**src/pkg/mte_params.svh**
```systemverilog
`ifndef MTE_PARAMS_SVH
`define MTE_PARAMS_SVH

`define MTE_ADDR_W        16
`define MTE_OFF_WR_HIGH   16'h1802
`define MTE_OFF_RB_LOW    16'h1805
`define MTE_OFF_RB_HIGH   16'h1806
`define MTE_RST_WORD      32'h00000000
`define MTE_HIGH_MASK     32'h01FFFFFF
`define MTE_BIT_VALID     24
`define MTE_BIT_END       23
`define MTE_BIT_STATIC    22
`define MTE_BIT_FILTER    21
`define MTE_PRIO_HI       20
`define MTE_PRIO_LO       19
`define MTE_PORT_HI       18
`define MTE_PORT_LO       16
`define MTE_BIT_MULTI     18
`define MTE_MAC_HI        15
`define MTE_MAC_LO        0
`define MTE_LOW_HI        31
`define MTE_LOW_LO        0
`define MTE_HIGH_MAC_LO   32
`define MTE_RSVD_HI       31
`define MTE_RSVD_LO       25
`define MTE_RSVD_ZERO     7'h00
`define MTE_HALF_ZERO     16'h0000
`define MTE_CODE_RSVD     3'h3
`define MTE_MASK_NONE     3'h0
`define MTE_MASK_P0       3'h1
`define MTE_MASK_P1       3'h2
`define MTE_MASK_P2       3'h4
`define MTE_MASK_P01      3'h3
`define MTE_MASK_P02      3'h5
`define MTE_MASK_P12      3'h6
`define MTE_MASK_ALL      3'h7

`endif

```
**src/pkg/mte_pkg.sv**
```systemverilog
package mte_pkg;

   // Gray-coded walk states: idle and waiting for the table engine.
   typedef enum logic [0:0] {
      MTE_IDLE   = 1'b0,
      MTE_SEARCH = 1'b1
   } mte_state_t;

   typedef logic [2:0] mte_port_t;
   typedef logic [1:0] mte_prio_t;

endpackage

```
**src/logic/mte_entry_regs.sv**
```systemverilog
`timescale 1ns/1ns
`include "mte_params.svh"

// Overview of operation
// RULE1: Bit 18 clear: single port, 011 reserved.
// RULE2: Bit 18 set: two or three ports selected.
// RULE3: Staged low half holds last 16 MAC bits.
// RULE4: Lower read-back word gives first 32 MAC bits.
// RULE5: Read-back words load only from walk commands.
// RULE6: Software trusts read-back only when valid/end set.
// RULE7: Valid clears on walk command, sets when found.
// RULE8: End-of-table flag set when walk reaches end.
// RULE9: Static flag reports entry exempt from aging.
// RULE10: Filter flag reports destination-match packets dropped.
// RULE11: Priority used only if static and global enable.
// RULE12: Upper read-back reports port and last MAC bits.
// RULE13: First-entry restarts walk from table start.
// RULE14: Software clears walk command bit before next.
// RULE15: Read-back held stable between walk commands.
module mte_entry_regs #(
   parameter int MAC_W = 48
) (
   input  wire logic                   clk,
   input  wire logic                   rst_n,
   input  wire logic                   ce,
   input  wire logic [`MTE_ADDR_W-1:0] reg_addr,
   input  wire logic [31:0]            reg_wdata,
   input  wire logic                   reg_wr,
   input  wire logic                   reg_rd,
   output logic      [31:0]            reg_rdata,
   input  wire logic                   cmd_first,
   input  wire logic                   cmd_next,
   input  wire logic                   dest_addr_priority_first,
   input  wire logic                   walk_done,
   input  wire logic                   walk_found,
   input  wire logic                   walk_end,
   input  wire logic [MAC_W-1:0]       walk_mac,
   input  wire mte_pkg::mte_port_t     walk_port,
   input  wire logic                   walk_static,
   input  wire logic                   walk_filter,
   input  wire mte_pkg::mte_prio_t     walk_prio,
   output logic                        walk_start,
   output logic                        walk_restart,
   output logic                        walk_busy,
   output logic      [31:0]            table_write_high,
   output logic      [2:0]             staged_port_mask,
   output logic      [15:0]            staged_mac_last,
   output logic                        readback_prio_active
);

   if (MAC_W != 48) begin : g_mac_w_check
      $error("mte_entry_regs supports only 48-bit MAC addresses");
   end

   mte_pkg::mte_state_t state_reg;
   mte_pkg::mte_state_t state_next;
   logic [31:0]         rb_low_reg;
   logic [31:0]         rb_high_reg;
   logic [31:0]         wr_high_reg;
   logic [31:0]         rdata_next;
   logic [2:0]          mask_next;

   wire sel_wr_high = (reg_addr == `MTE_OFF_WR_HIGH);
   wire sel_rb_low  = (reg_addr == `MTE_OFF_RB_LOW);
   wire sel_rb_high = (reg_addr == `MTE_OFF_RB_HIGH);
   wire walk_cmd    = cmd_first | cmd_next;
   // A result sharing an edge with a new command wins; the engine is still busy then.
   wire load_rb     = (state_reg == mte_pkg::MTE_SEARCH) & walk_done;
   wire [31:0] wr_high_next = reg_wdata & `MTE_HIGH_MASK;

   // Upper read-back word: flags, priority, port and last 16 MAC bits.
   wire [31:0] rb_high_next = {`MTE_RSVD_ZERO, walk_found, walk_end, walk_static, walk_filter, walk_prio,
                               walk_port, walk_mac[MAC_W-1:`MTE_HIGH_MAC_LO]}; // RULE12 RULE8 RULE9 RULE10

   wire [2:0] staged_code = wr_high_reg[`MTE_PORT_HI:`MTE_PORT_LO];

   // Port code to port mask, one bit per switch port.
   always_comb begin
      case (staged_code)
         3'h0:    mask_next = `MTE_MASK_P0;   // RULE1
         3'h1:    mask_next = `MTE_MASK_P1;   // RULE1
         3'h2:    mask_next = `MTE_MASK_P2;   // RULE1
         3'h3:    mask_next = `MTE_MASK_NONE; // RULE1
         3'h4:    mask_next = `MTE_MASK_P01;  // RULE2
         3'h5:    mask_next = `MTE_MASK_P02;  // RULE2
         3'h6:    mask_next = `MTE_MASK_P12;  // RULE2
         default: mask_next = `MTE_MASK_ALL;  // RULE2
      endcase
   end

   always_comb begin
      state_next = state_reg;
      case (state_reg)
         mte_pkg::MTE_IDLE: begin
            if (walk_cmd) begin
               state_next = mte_pkg::MTE_SEARCH;
            end
         end
         mte_pkg::MTE_SEARCH: begin
            if (walk_done) begin
               state_next = mte_pkg::MTE_IDLE;
            end
         end
         default: state_next = mte_pkg::MTE_IDLE;
      endcase
   end

   always_comb begin
      if (sel_rb_low) begin
         rdata_next = rb_low_reg;
      end else if (sel_rb_high) begin
         rdata_next = rb_high_reg;
      end else if (sel_wr_high) begin
         rdata_next = wr_high_reg;
      end else begin
         rdata_next = `MTE_RST_WORD;
      end
   end

   always_ff @(posedge clk or negedge rst_n) begin
      if (!rst_n) begin
         state_reg <= mte_pkg::MTE_IDLE;
      end else if (ce) begin
         state_reg <= state_next;
      end
   end

   // Staged upper entry word; reserved bits are stored as zero.
   always_ff @(posedge clk or negedge rst_n) begin
      if (!rst_n) begin
         wr_high_reg <= `MTE_RST_WORD;
      end else if (ce && reg_wr && sel_wr_high) begin
         wr_high_reg <= wr_high_next; // RULE3
      end
   end

   // Read-back words change only on a walk command or its result.
   always_ff @(posedge clk or negedge rst_n) begin
      if (!rst_n) begin
         rb_low_reg  <= `MTE_RST_WORD;
         rb_high_reg <= `MTE_RST_WORD;
      end else if (ce) begin
         if (load_rb) begin
            rb_low_reg  <= walk_mac[`MTE_LOW_HI:`MTE_LOW_LO]; // RULE4 RULE5
            rb_high_reg <= rb_high_next;   // RULE5 RULE7
         end else if (walk_cmd && state_reg == mte_pkg::MTE_IDLE) begin
            rb_high_reg[`MTE_BIT_VALID] <= 1'b0; // RULE7
            rb_high_reg[`MTE_BIT_END]   <= 1'b0; // RULE15
         end
      end
   end

   always_ff @(posedge clk or negedge rst_n) begin
      if (!rst_n) begin
         reg_rdata <= `MTE_RST_WORD;
      end else if (ce && reg_rd) begin
         reg_rdata <= rdata_next;
      end
   end

   // Start pulse toward the table engine; first-entry also rewinds its pointer.
   always_ff @(posedge clk or negedge rst_n) begin
      if (!rst_n) begin
         walk_start   <= 1'b0;
         walk_restart <= 1'b0;
         walk_busy    <= 1'b0;
      end else if (ce) begin
         walk_start   <= walk_cmd & (state_reg == mte_pkg::MTE_IDLE);
         walk_restart <= cmd_first & (state_reg == mte_pkg::MTE_IDLE); // RULE13
         walk_busy    <= (state_next == mte_pkg::MTE_SEARCH);
      end
   end

   always_ff @(posedge clk or negedge rst_n) begin
      if (!rst_n) begin
         table_write_high     <= `MTE_RST_WORD;
         staged_port_mask     <= `MTE_MASK_NONE;
         staged_mac_last      <= `MTE_HALF_ZERO;
         readback_prio_active <= 1'b0;
      end else if (ce) begin
         table_write_high     <= wr_high_reg;
         staged_port_mask     <= mask_next;                                // RULE1 RULE2
         staged_mac_last      <= wr_high_reg[`MTE_MAC_HI:`MTE_MAC_LO];    // RULE3
         readback_prio_active <= rb_high_reg[`MTE_BIT_STATIC] & dest_addr_priority_first; // RULE11
      end
   end

   // Checks on the logic above.

   valid_clear_a: assert property (@(posedge clk) disable iff (!rst_n) // RULE7
      ce && walk_cmd && state_reg == mte_pkg::MTE_IDLE |=> !rb_high_reg[`MTE_BIT_VALID])
      else $error("valid flag not cleared by walk command");

   valid_set_a: assert property (@(posedge clk) disable iff (!rst_n) // RULE7
      ce && load_rb |=> rb_high_reg[`MTE_BIT_VALID] == $past(walk_found))
      else $error("valid flag does not follow search result");

   end_flag_a: assert property (@(posedge clk) disable iff (!rst_n) // RULE8
      ce && load_rb && walk_end |=> rb_high_reg[`MTE_BIT_END])
      else $error("end-of-table flag missing");

   low_load_a: assert property (@(posedge clk) disable iff (!rst_n) // RULE5
      !(ce && load_rb) |=> $stable(rb_low_reg))
      else $error("lower read-back changed without walk result");

   low_mac_a: assert property (@(posedge clk) disable iff (!rst_n) // RULE4
      ce && load_rb |=> rb_low_reg == $past(walk_mac[`MTE_LOW_HI:`MTE_LOW_LO]))
      else $error("lower read-back not first 32 MAC bits");

   high_stable_a: assert property (@(posedge clk) disable iff (!rst_n) // RULE15
      !(ce && (walk_cmd || walk_done)) |=> $stable(rb_high_reg))
      else $error("upper read-back changed between walks");

   high_fields_a: assert property (@(posedge clk) disable iff (!rst_n) // RULE12
      ce && load_rb |=> rb_high_reg[`MTE_PORT_HI:`MTE_PORT_LO] == $past(walk_port)
         && rb_high_reg[`MTE_MAC_HI:`MTE_MAC_LO] == $past(walk_mac[MAC_W-1:`MTE_HIGH_MAC_LO]))
      else $error("upper read-back port or MAC wrong");

   single_port_a: assert property (@(posedge clk) disable iff (!rst_n) // RULE1
      ce && !wr_high_reg[`MTE_BIT_MULTI] |=> $countones(staged_port_mask) <= 1)
      else $error("single-port code gave several ports");

   multi_port_a: assert property (@(posedge clk) disable iff (!rst_n) // RULE2
      ce && wr_high_reg[`MTE_BIT_MULTI] |=> $countones(staged_port_mask) >= 2)
      else $error("multi-port code gave fewer than two ports");

   restart_a: assert property (@(posedge clk) disable iff (!rst_n) // RULE13
      ce && cmd_first && state_reg == mte_pkg::MTE_IDLE |=> walk_restart && walk_start)
      else $error("first-entry did not restart the walk");

   prio_gate_a: assert property (@(posedge clk) disable iff (!rst_n) // RULE11
      ce && !dest_addr_priority_first |=> !readback_prio_active)
      else $error("priority active without global enable");

   end_clear_a: assert property (@(posedge clk) disable iff (!rst_n) // RULE8
      ce && walk_cmd && state_reg == mte_pkg::MTE_IDLE |=> !rb_high_reg[`MTE_BIT_END])
      else $error("end-of-table flag not cleared by walk command");

   end_absent_a: assert property (@(posedge clk) disable iff (!rst_n) // RULE8
      ce && load_rb && !walk_end |=> !rb_high_reg[`MTE_BIT_END])
      else $error("end-of-table flag set without table end");

   static_flag_a: assert property (@(posedge clk) disable iff (!rst_n) // RULE9
      ce && load_rb |=> rb_high_reg[`MTE_BIT_STATIC] == $past(walk_static))
      else $error("static flag does not follow entry");

   filter_flag_a: assert property (@(posedge clk) disable iff (!rst_n) // RULE10
      ce && load_rb |=> rb_high_reg[`MTE_BIT_FILTER] == $past(walk_filter))
      else $error("filter flag does not follow entry");

   prio_field_a: assert property (@(posedge clk) disable iff (!rst_n) // RULE11
      ce && load_rb |=> rb_high_reg[`MTE_PRIO_HI:`MTE_PRIO_LO] == $past(walk_prio))
      else $error("priority field does not follow entry");

   prio_static_a: assert property (@(posedge clk) disable iff (!rst_n) // RULE11
      ce && !rb_high_reg[`MTE_BIT_STATIC] |=> !readback_prio_active)
      else $error("priority active for non-static entry");

   prio_on_a: assert property (@(posedge clk) disable iff (!rst_n) // RULE11
      ce && rb_high_reg[`MTE_BIT_STATIC] && dest_addr_priority_first |=> readback_prio_active)
      else $error("priority inactive for static entry with global enable");

   rsvd_zero_a: assert property (@(posedge clk) disable iff (!rst_n) // RULE12
      rb_high_reg[`MTE_RSVD_HI:`MTE_RSVD_LO] == `MTE_RSVD_ZERO)
      else $error("reserved read-back bits not zero");

   reserved_code_a: assert property (@(posedge clk) disable iff (!rst_n) // RULE1
      ce && staged_code == `MTE_CODE_RSVD |=> staged_port_mask == `MTE_MASK_NONE)
      else $error("reserved port code selected a port");

   staged_mac_a: assert property (@(posedge clk) disable iff (!rst_n) // RULE3
      ce |=> staged_mac_last == $past(wr_high_reg[`MTE_MAC_HI:`MTE_MAC_LO]))
      else $error("staged MAC bits do not follow staged word");

   wr_refused_a: assert property (@(posedge clk) disable iff (!rst_n) // RULE3
      !(ce && reg_wr && sel_wr_high) |=> $stable(wr_high_reg))
      else $error("staged word changed without a write to it");

   start_pulse_a: assert property (@(posedge clk) disable iff (!rst_n) // RULE13
      ce && walk_start |=> !walk_start)
      else $error("walk start longer than one cycle");

   busy_refuse_a: assert property (@(posedge clk) disable iff (!rst_n) // RULE13
      ce && state_reg == mte_pkg::MTE_SEARCH |=> !walk_start)
      else $error("walk started while search busy");

   restart_only_a: assert property (@(posedge clk) disable iff (!rst_n) // RULE13
      ce && !cmd_first |=> !walk_restart)
      else $error("walk restart without first-entry command");

   busy_state_a: assert property (@(posedge clk) disable iff (!rst_n) // RULE5
      walk_busy == (state_reg == mte_pkg::MTE_SEARCH))
      else $error("busy output disagrees with walk state");

   rd_low_a: assert property (@(posedge clk) disable iff (!rst_n) // RULE4
      ce && reg_rd && sel_rb_low |=> reg_rdata == $past(rb_low_reg))
      else $error("read of lower read-back word wrong");

   rd_high_a: assert property (@(posedge clk) disable iff (!rst_n) // RULE12
      ce && reg_rd && sel_rb_high |=> reg_rdata == $past(rb_high_reg))
      else $error("read of upper read-back word wrong");

   freeze_a: assert property (@(posedge clk) disable iff (!rst_n) // RULE15
      !ce |=> $stable(state_reg) && $stable(rb_high_reg) && $stable(reg_rdata))
      else $error("state changed while clock enable low");

endmodule

```
**config.mk**
```make
export PLATFORM = sky130hd
export DESIGN_NAME = mte_entry_regs
export DESIGN_NICKNAME = d
export VERILOG_FILES = /design/src/pkg/mte_pkg.sv /design/src/logic/mte_entry_regs.sv
export VERILOG_INCLUDE_DIRS = /design/src /design/src/pkg
export SDC_FILE = /design/constraint.sdc
export NUM_CORES = 1
export LEC_CHECK = 0
export BUFFER_PORTS_ARGS = -buffer_cell sky130_fd_sc_hd__clkbuf_2
export CAP_MARGIN = 20
export CORE_UTILIZATION = 53
export CTS_BUF_LIST = sky130_fd_sc_hd__clkbuf_2
export DETAILED_ROUTE_END_ITERATION = 8
export GPL_ROUTABILITY_DRIVEN = 0
export PLACE_DENSITY = 0.86
export SKIP_CTS_REPAIR_TIMING = 1
export SYNTH_ARGS = -nofsm -noshare
export SYNTH_HDL_FRONTEND = slang
export SYNTH_SLANG_ARGS = --single-unit
```
**constraint.sdc**
```tcl
create_clock -name clk -period 1.9 [get_ports clk]
set_clock_uncertainty 0.2 [all_clocks]
set_input_delay 0.095 -clock clk [delete_from_list [all_inputs] [get_ports clk]]
set_output_delay 0.095 -clock clk [all_outputs]
set_load 0.01 [all_outputs]
```
==> results.py, run 1 <==
metrics = {
    "yosys": {
        "netlist_area_mm2": 0.006324,
        "ys_types": 31,
        "post_synth.cell_area_avg_um2": 10.49,
        "synth_compound_gate_area_share_pct": 12.27,
        "synth_top_family_by_area": "simple AND/OR/NAND/NOR gates",
        "ys_ff_latch": 146,
        "synth_cells": 603,
        "synth_xor_area_share_pct": 0.1385,
        "ys_seq_area_share_pct": 57.78,
        "synthAdderAreaFrac_pct": 0,
        "synth_warnings": 0,
        "synthMuxAreaShare_pct": 9.062,
        "synth-simple-area-share_pct": 15.00,
    },
    "global_routing": {
        "grt_max_degree": 52,
    },
    "cts": {
        "cts-root-buf": "clkbuf_2",
        "clockBufferDepth": 2,
        "cts_buffers": 17,
        "htreeDepth": 4,
        "clkSinkCount": 146,
    },
    "floorplanning": {
        "fp.dieW_um": 111.2,
        "initial_core_util_pct": 54.91,
        "ios": 201,
        "die_h_um": 111.2,
        "rows": 39,
    },
    "run_status": {
        "stop_stage": "global routing",
        "outcome": "aborted with a tool error",
        "firstError": "[ERROR RSZ-0060] Max buffer count reached.",
    },
    "placed_design": {
        "dpl_worst_slack_ps": -329.4,
        "dpl.hpwl_mm": 11.41,
        "io_buffers": 186,
    },
}
-- cell usage after synthesis --
cell	n	area (um2)
o21ai_0	4	20.02
buf_2	3	15.01
mux2_1	20	225.2
a21oi_1	54	270.3
clkbuf_1	33	123.9
inv_1	3	11.26
buf_4	23	172.7
nor4_4	1	21.27
nor4_2	1	12.51
and3_1	1	6.260
dfrtp_1	146	3654
o32ai_1	25	219.0
or4_1	2	15.01
buf_1	4	15.01
or4b_4	1	13.76
nor2_2	1	6.260
conb_1	1	3.750
buf_6	2	22.52
nor2_1	4	15.01
a21o_1	25	187.7
and2_1	2	12.51
nand2b_1	1	6.260
nand2_1	171	641.9
mux2_2	30	337.8
nand4_4	1	21.27
or4b_1	1	10.01
mux2i_1	1	10.01
xnor2_1	1	8.760
nand3_1	27	135.1
a22o_1	9	78.83
nor2b_1	5	31.28
-- logic make-up after synthesis --
logic type | after synthesis
multiplexers | 51
buffers and inverters | 68
flip-flops | 146
other | 1
AO/OA/AOI/OAI | 117
XOR/XNOR | 1
AND/OR/NAND/NOR | 219
-- per-stage QoR --
stage / instances / utilization, % / instance area [um2]
2_1_floorplan: 609 / - / 6366
4_1_cts: 925 / 65.84 / 7582
3_5_place_dp: 895 / 64.16 / 7388
3_3_place_gp: 895 / 64.16 / 7388
==> run 2: changes to the inputs <==
--- a/config.mk
+++ b/config.mk
@@ -8,11 +8,10 @@
 export LEC_CHECK = 0
 export BUFFER_PORTS_ARGS = -buffer_cell sky130_fd_sc_hd__clkbuf_2
 export CAP_MARGIN = 20
-export CORE_UTILIZATION = 53
-export CTS_BUF_LIST = sky130_fd_sc_hd__clkbuf_2
+export CORE_UTILIZATION = 40
 export DETAILED_ROUTE_END_ITERATION = 8
 export GPL_ROUTABILITY_DRIVEN = 0
-export PLACE_DENSITY = 0.86
+export PLACE_DENSITY_LB_ADDON = 0.15
 export SKIP_CTS_REPAIR_TIMING = 1
 export SYNTH_ARGS = -nofsm -noshare
 export SYNTH_HDL_FRONTEND = slang
==> run 2 against run 1 <==
- the flow now finishes, with violations (negative hold slack)
- synthesized cell count stayed put
- area after synthesis stayed put
==> results.py, run 2 <==
metrics = {
    "cts": {
        "cts_buffers": 17,
        "htreeDepth": 4,
        "cts-root-buf": "clkbuf_16",
        "clkTransAtPathRegs_ps": 60,
        "cts_tree": "built",
        "clk-insertion-delay-late_ps": 420,
        "clockBufferDepth": 2,
        "clkSinkCount": 146,
    },
    "yosys": {
        "post_synth.cell_area_avg_um2": 10.49,
        "ys_ff_latch": 146,
        "ys_types": 31,
        "netlist_area_mm2": 0.006324,
        "synth_top_area_cell": "dfrtp_1",
        "synth_cells": 603,
        "async_flop_share_pct": 100.0,
        "netlist.area_leader.share_pct": 57.78,
        "synth_area_leaders": "dfrtp_1 58%, nand2_1 10%, mux2_2 5.3%",
        "synth_warnings": 0,
        "ys_seq_area_share_pct": 57.78,
        "synthTopCellsByCount": "171 x nand2_1, 146 x dfrtp_1, 54 x a21oi_1, 33 x clkbuf_1, 30 x mux2_2",
        "synth-edff-count": 0,
        "yosysMostFrequentCell": "nand2_1",
        "synth_flop_cell": "dfrtp_1",
    },
    "sta": {
        "timing.hold.ws_ps": -21.87,
        "fmax_mhz": 560.5,
        "slew_headroom_pct": 65.02,
        "setup_violations": 0,
        "worstMarginPinSlew_ps": 524.7,
        "fin_crit_ps": 1784,
        "min_period_over_period_pct": 93.91,
        "rsz0062_at_grt": "no",
        "hold_viol": 1,
        "slew_viol_final": 0,
    },
    "power": {
        "power_density_mw_per_mm2": 967.5,
        "ir_worst_vdd_v": 0.0006524,
        "leakagePower_nw": 4.790,
        "total_power_mw": 8.717,
    },
    "global_routing": {
        "grt_use_total_pct": 21.62,
        "grt_pass1_wl_mm": 26.48,
        "grt_max_degree": 58,
        "first_global_vias": 5137,
        "grt_overflow": 0,
        "antenna_found_initial": 0,
    },
    "worst_hold_path": {
        "whs_path_depth": 4,
        "hold_start": "ce",
        "hp-class": "in -> reg",
        "hold_end": "walk_restart",
    },
    "critical_path": {
        "r2r_cells": 4,
        "cp.arrival_ps": 1880,
        "start_kind": "input port",
        "reg2reg_slack_ps": 240,
        "r2r_end": "walk_busy",
        "crit_type": "in -> reg",
        "worstReg2RegStart": "walk_busy",
        "critPathCaptureType": "register",
        "critPathMaxFanout": 26,
        "cp.required_ps": 1990,
    },
    "floorplanning": {
        "ios": 201,
        "die-area_mm2": 0.01632,
        "rows": 45,
        "initial_core_util_pct": 41.29,
        "coreArea_mm2": 0.01531,
        "die_h_um": 127.7,
        "fp.dieW_um": 127.7,
    },
    "cells_and_area": {
        "multi_input_area_mm2": 0.002367,
        "syn_to_final_growth_pct": 42.48,
        "ff_latch_area_mm2": 0.003654,
        "layout-drive-gt1-share_pct": 32.30,
        "utilization_pct": 58.83,
        "final_cell_mix": "185 x clkbuf_2, 171 x nand2_1, 146 x dfrtp_1",
        "final_nets": 974,
        "design_area_mm2": 0.009010,
        "diodes": 0,
        "fill_cells": 1369,
        "final_common_cell": "clkbuf_2",
    },
    "routing": {
        "wl_per_cell_um": 16.51,
        "drtAntennaViolNets": 0,
        "via_count": 5355,
        "wirelength_mm": 17.90,
        "drtPass1Iterations": 4,
        "drcViolationCount": 0,
        "first_iter_violations": 246,
        "viasPerCell": 4.940,
    },
    "run_status": {
        "violations": "negative hold slack",
        "outcome": "finished with violations",
    },
    "placed_design": {
        "io_buffers": 186,
        "dpl.hpwl_mm": 11.91,
        "place_area_mm2": 0.007481,
    },
    "run": {
        "drv_cap": 0,
    },
}
run 2: cell type report:
class	instances	area share, %
Tap cell	211	2.930
Timing Repair Buffer	297	22.93
Sequential cell	146	40.55
Clock buffer	23	5.527
Inverter	3	0.1250
Clock inverter	9	1.666
Multi-Input combinational cell	395	26.27
run 2: kinds of logic after synthesis:
logic type | after synthesis | share of synthesized area, %
flops | 146 | 57.78
simple gates | 219 | 15.00
buf+inv | 68 | 5.698
xor+xnor | 1 | 0.1385
mux | 51 | 9.062
compound gates | 117 | 12.27
other cells | 1 | 0.05930
run 2: how the worst max path moves through the flow:
stage,from,cells past startpoint,endpoint,slack [ps]
floorplan,reg_addr[6],5,wr_high_reg[16],-220
global placement,reg_addr[6],7,wr_high_reg[15],-280
detailed placement,reg_addr[6],6,reg_rdata[10],-330
CTS,reg_addr[6],6,reg_rdata[10],130
global route,reg_addr[6],6,reg_rdata[10],70
finish,reg_addr[6],6,reg_rdata[10],120
run 2: report_power, final:
part           internal [mW]  total (mW)  switching [mW]
sequential              3.59        3.90           0.302
combinational          0.567        1.19           0.625
clock                   2.37        3.63            1.26
run 2: metal layers:
layer  global-route usage [%]  wire length [um]  vias up
met5                        0                 0        -
met4                    8.097               364        0
li1                         -                 -     2552
met2                    37.21              9286      161
met1                    26.25              7462     2613
met3                    5.259               780       29
run 2: critical path: stages:
cell and delay (ps):
clkbuf_2 80, or4b_4 560, or4_1 600, buf_12 200, o32ai_1 270, a21oi_1 60
run 2: metrics by stage:
stage	cells	TNS (ps)	hold slack, ps	setup WS, ps
6_report	1084	0	-21.87	115.8
5_1_grt	1084	0	19.39	67.60
4_1_cts	996	0	-564.0	128.5
3_5_place_dp	964	-15340	-108.8	-325.5
3_3_place_gp	964	-14170	-112.1	-278.9
2_1_floorplan	609	-8287	-400.6	-219.7
(Power assumes the default switching activity.)
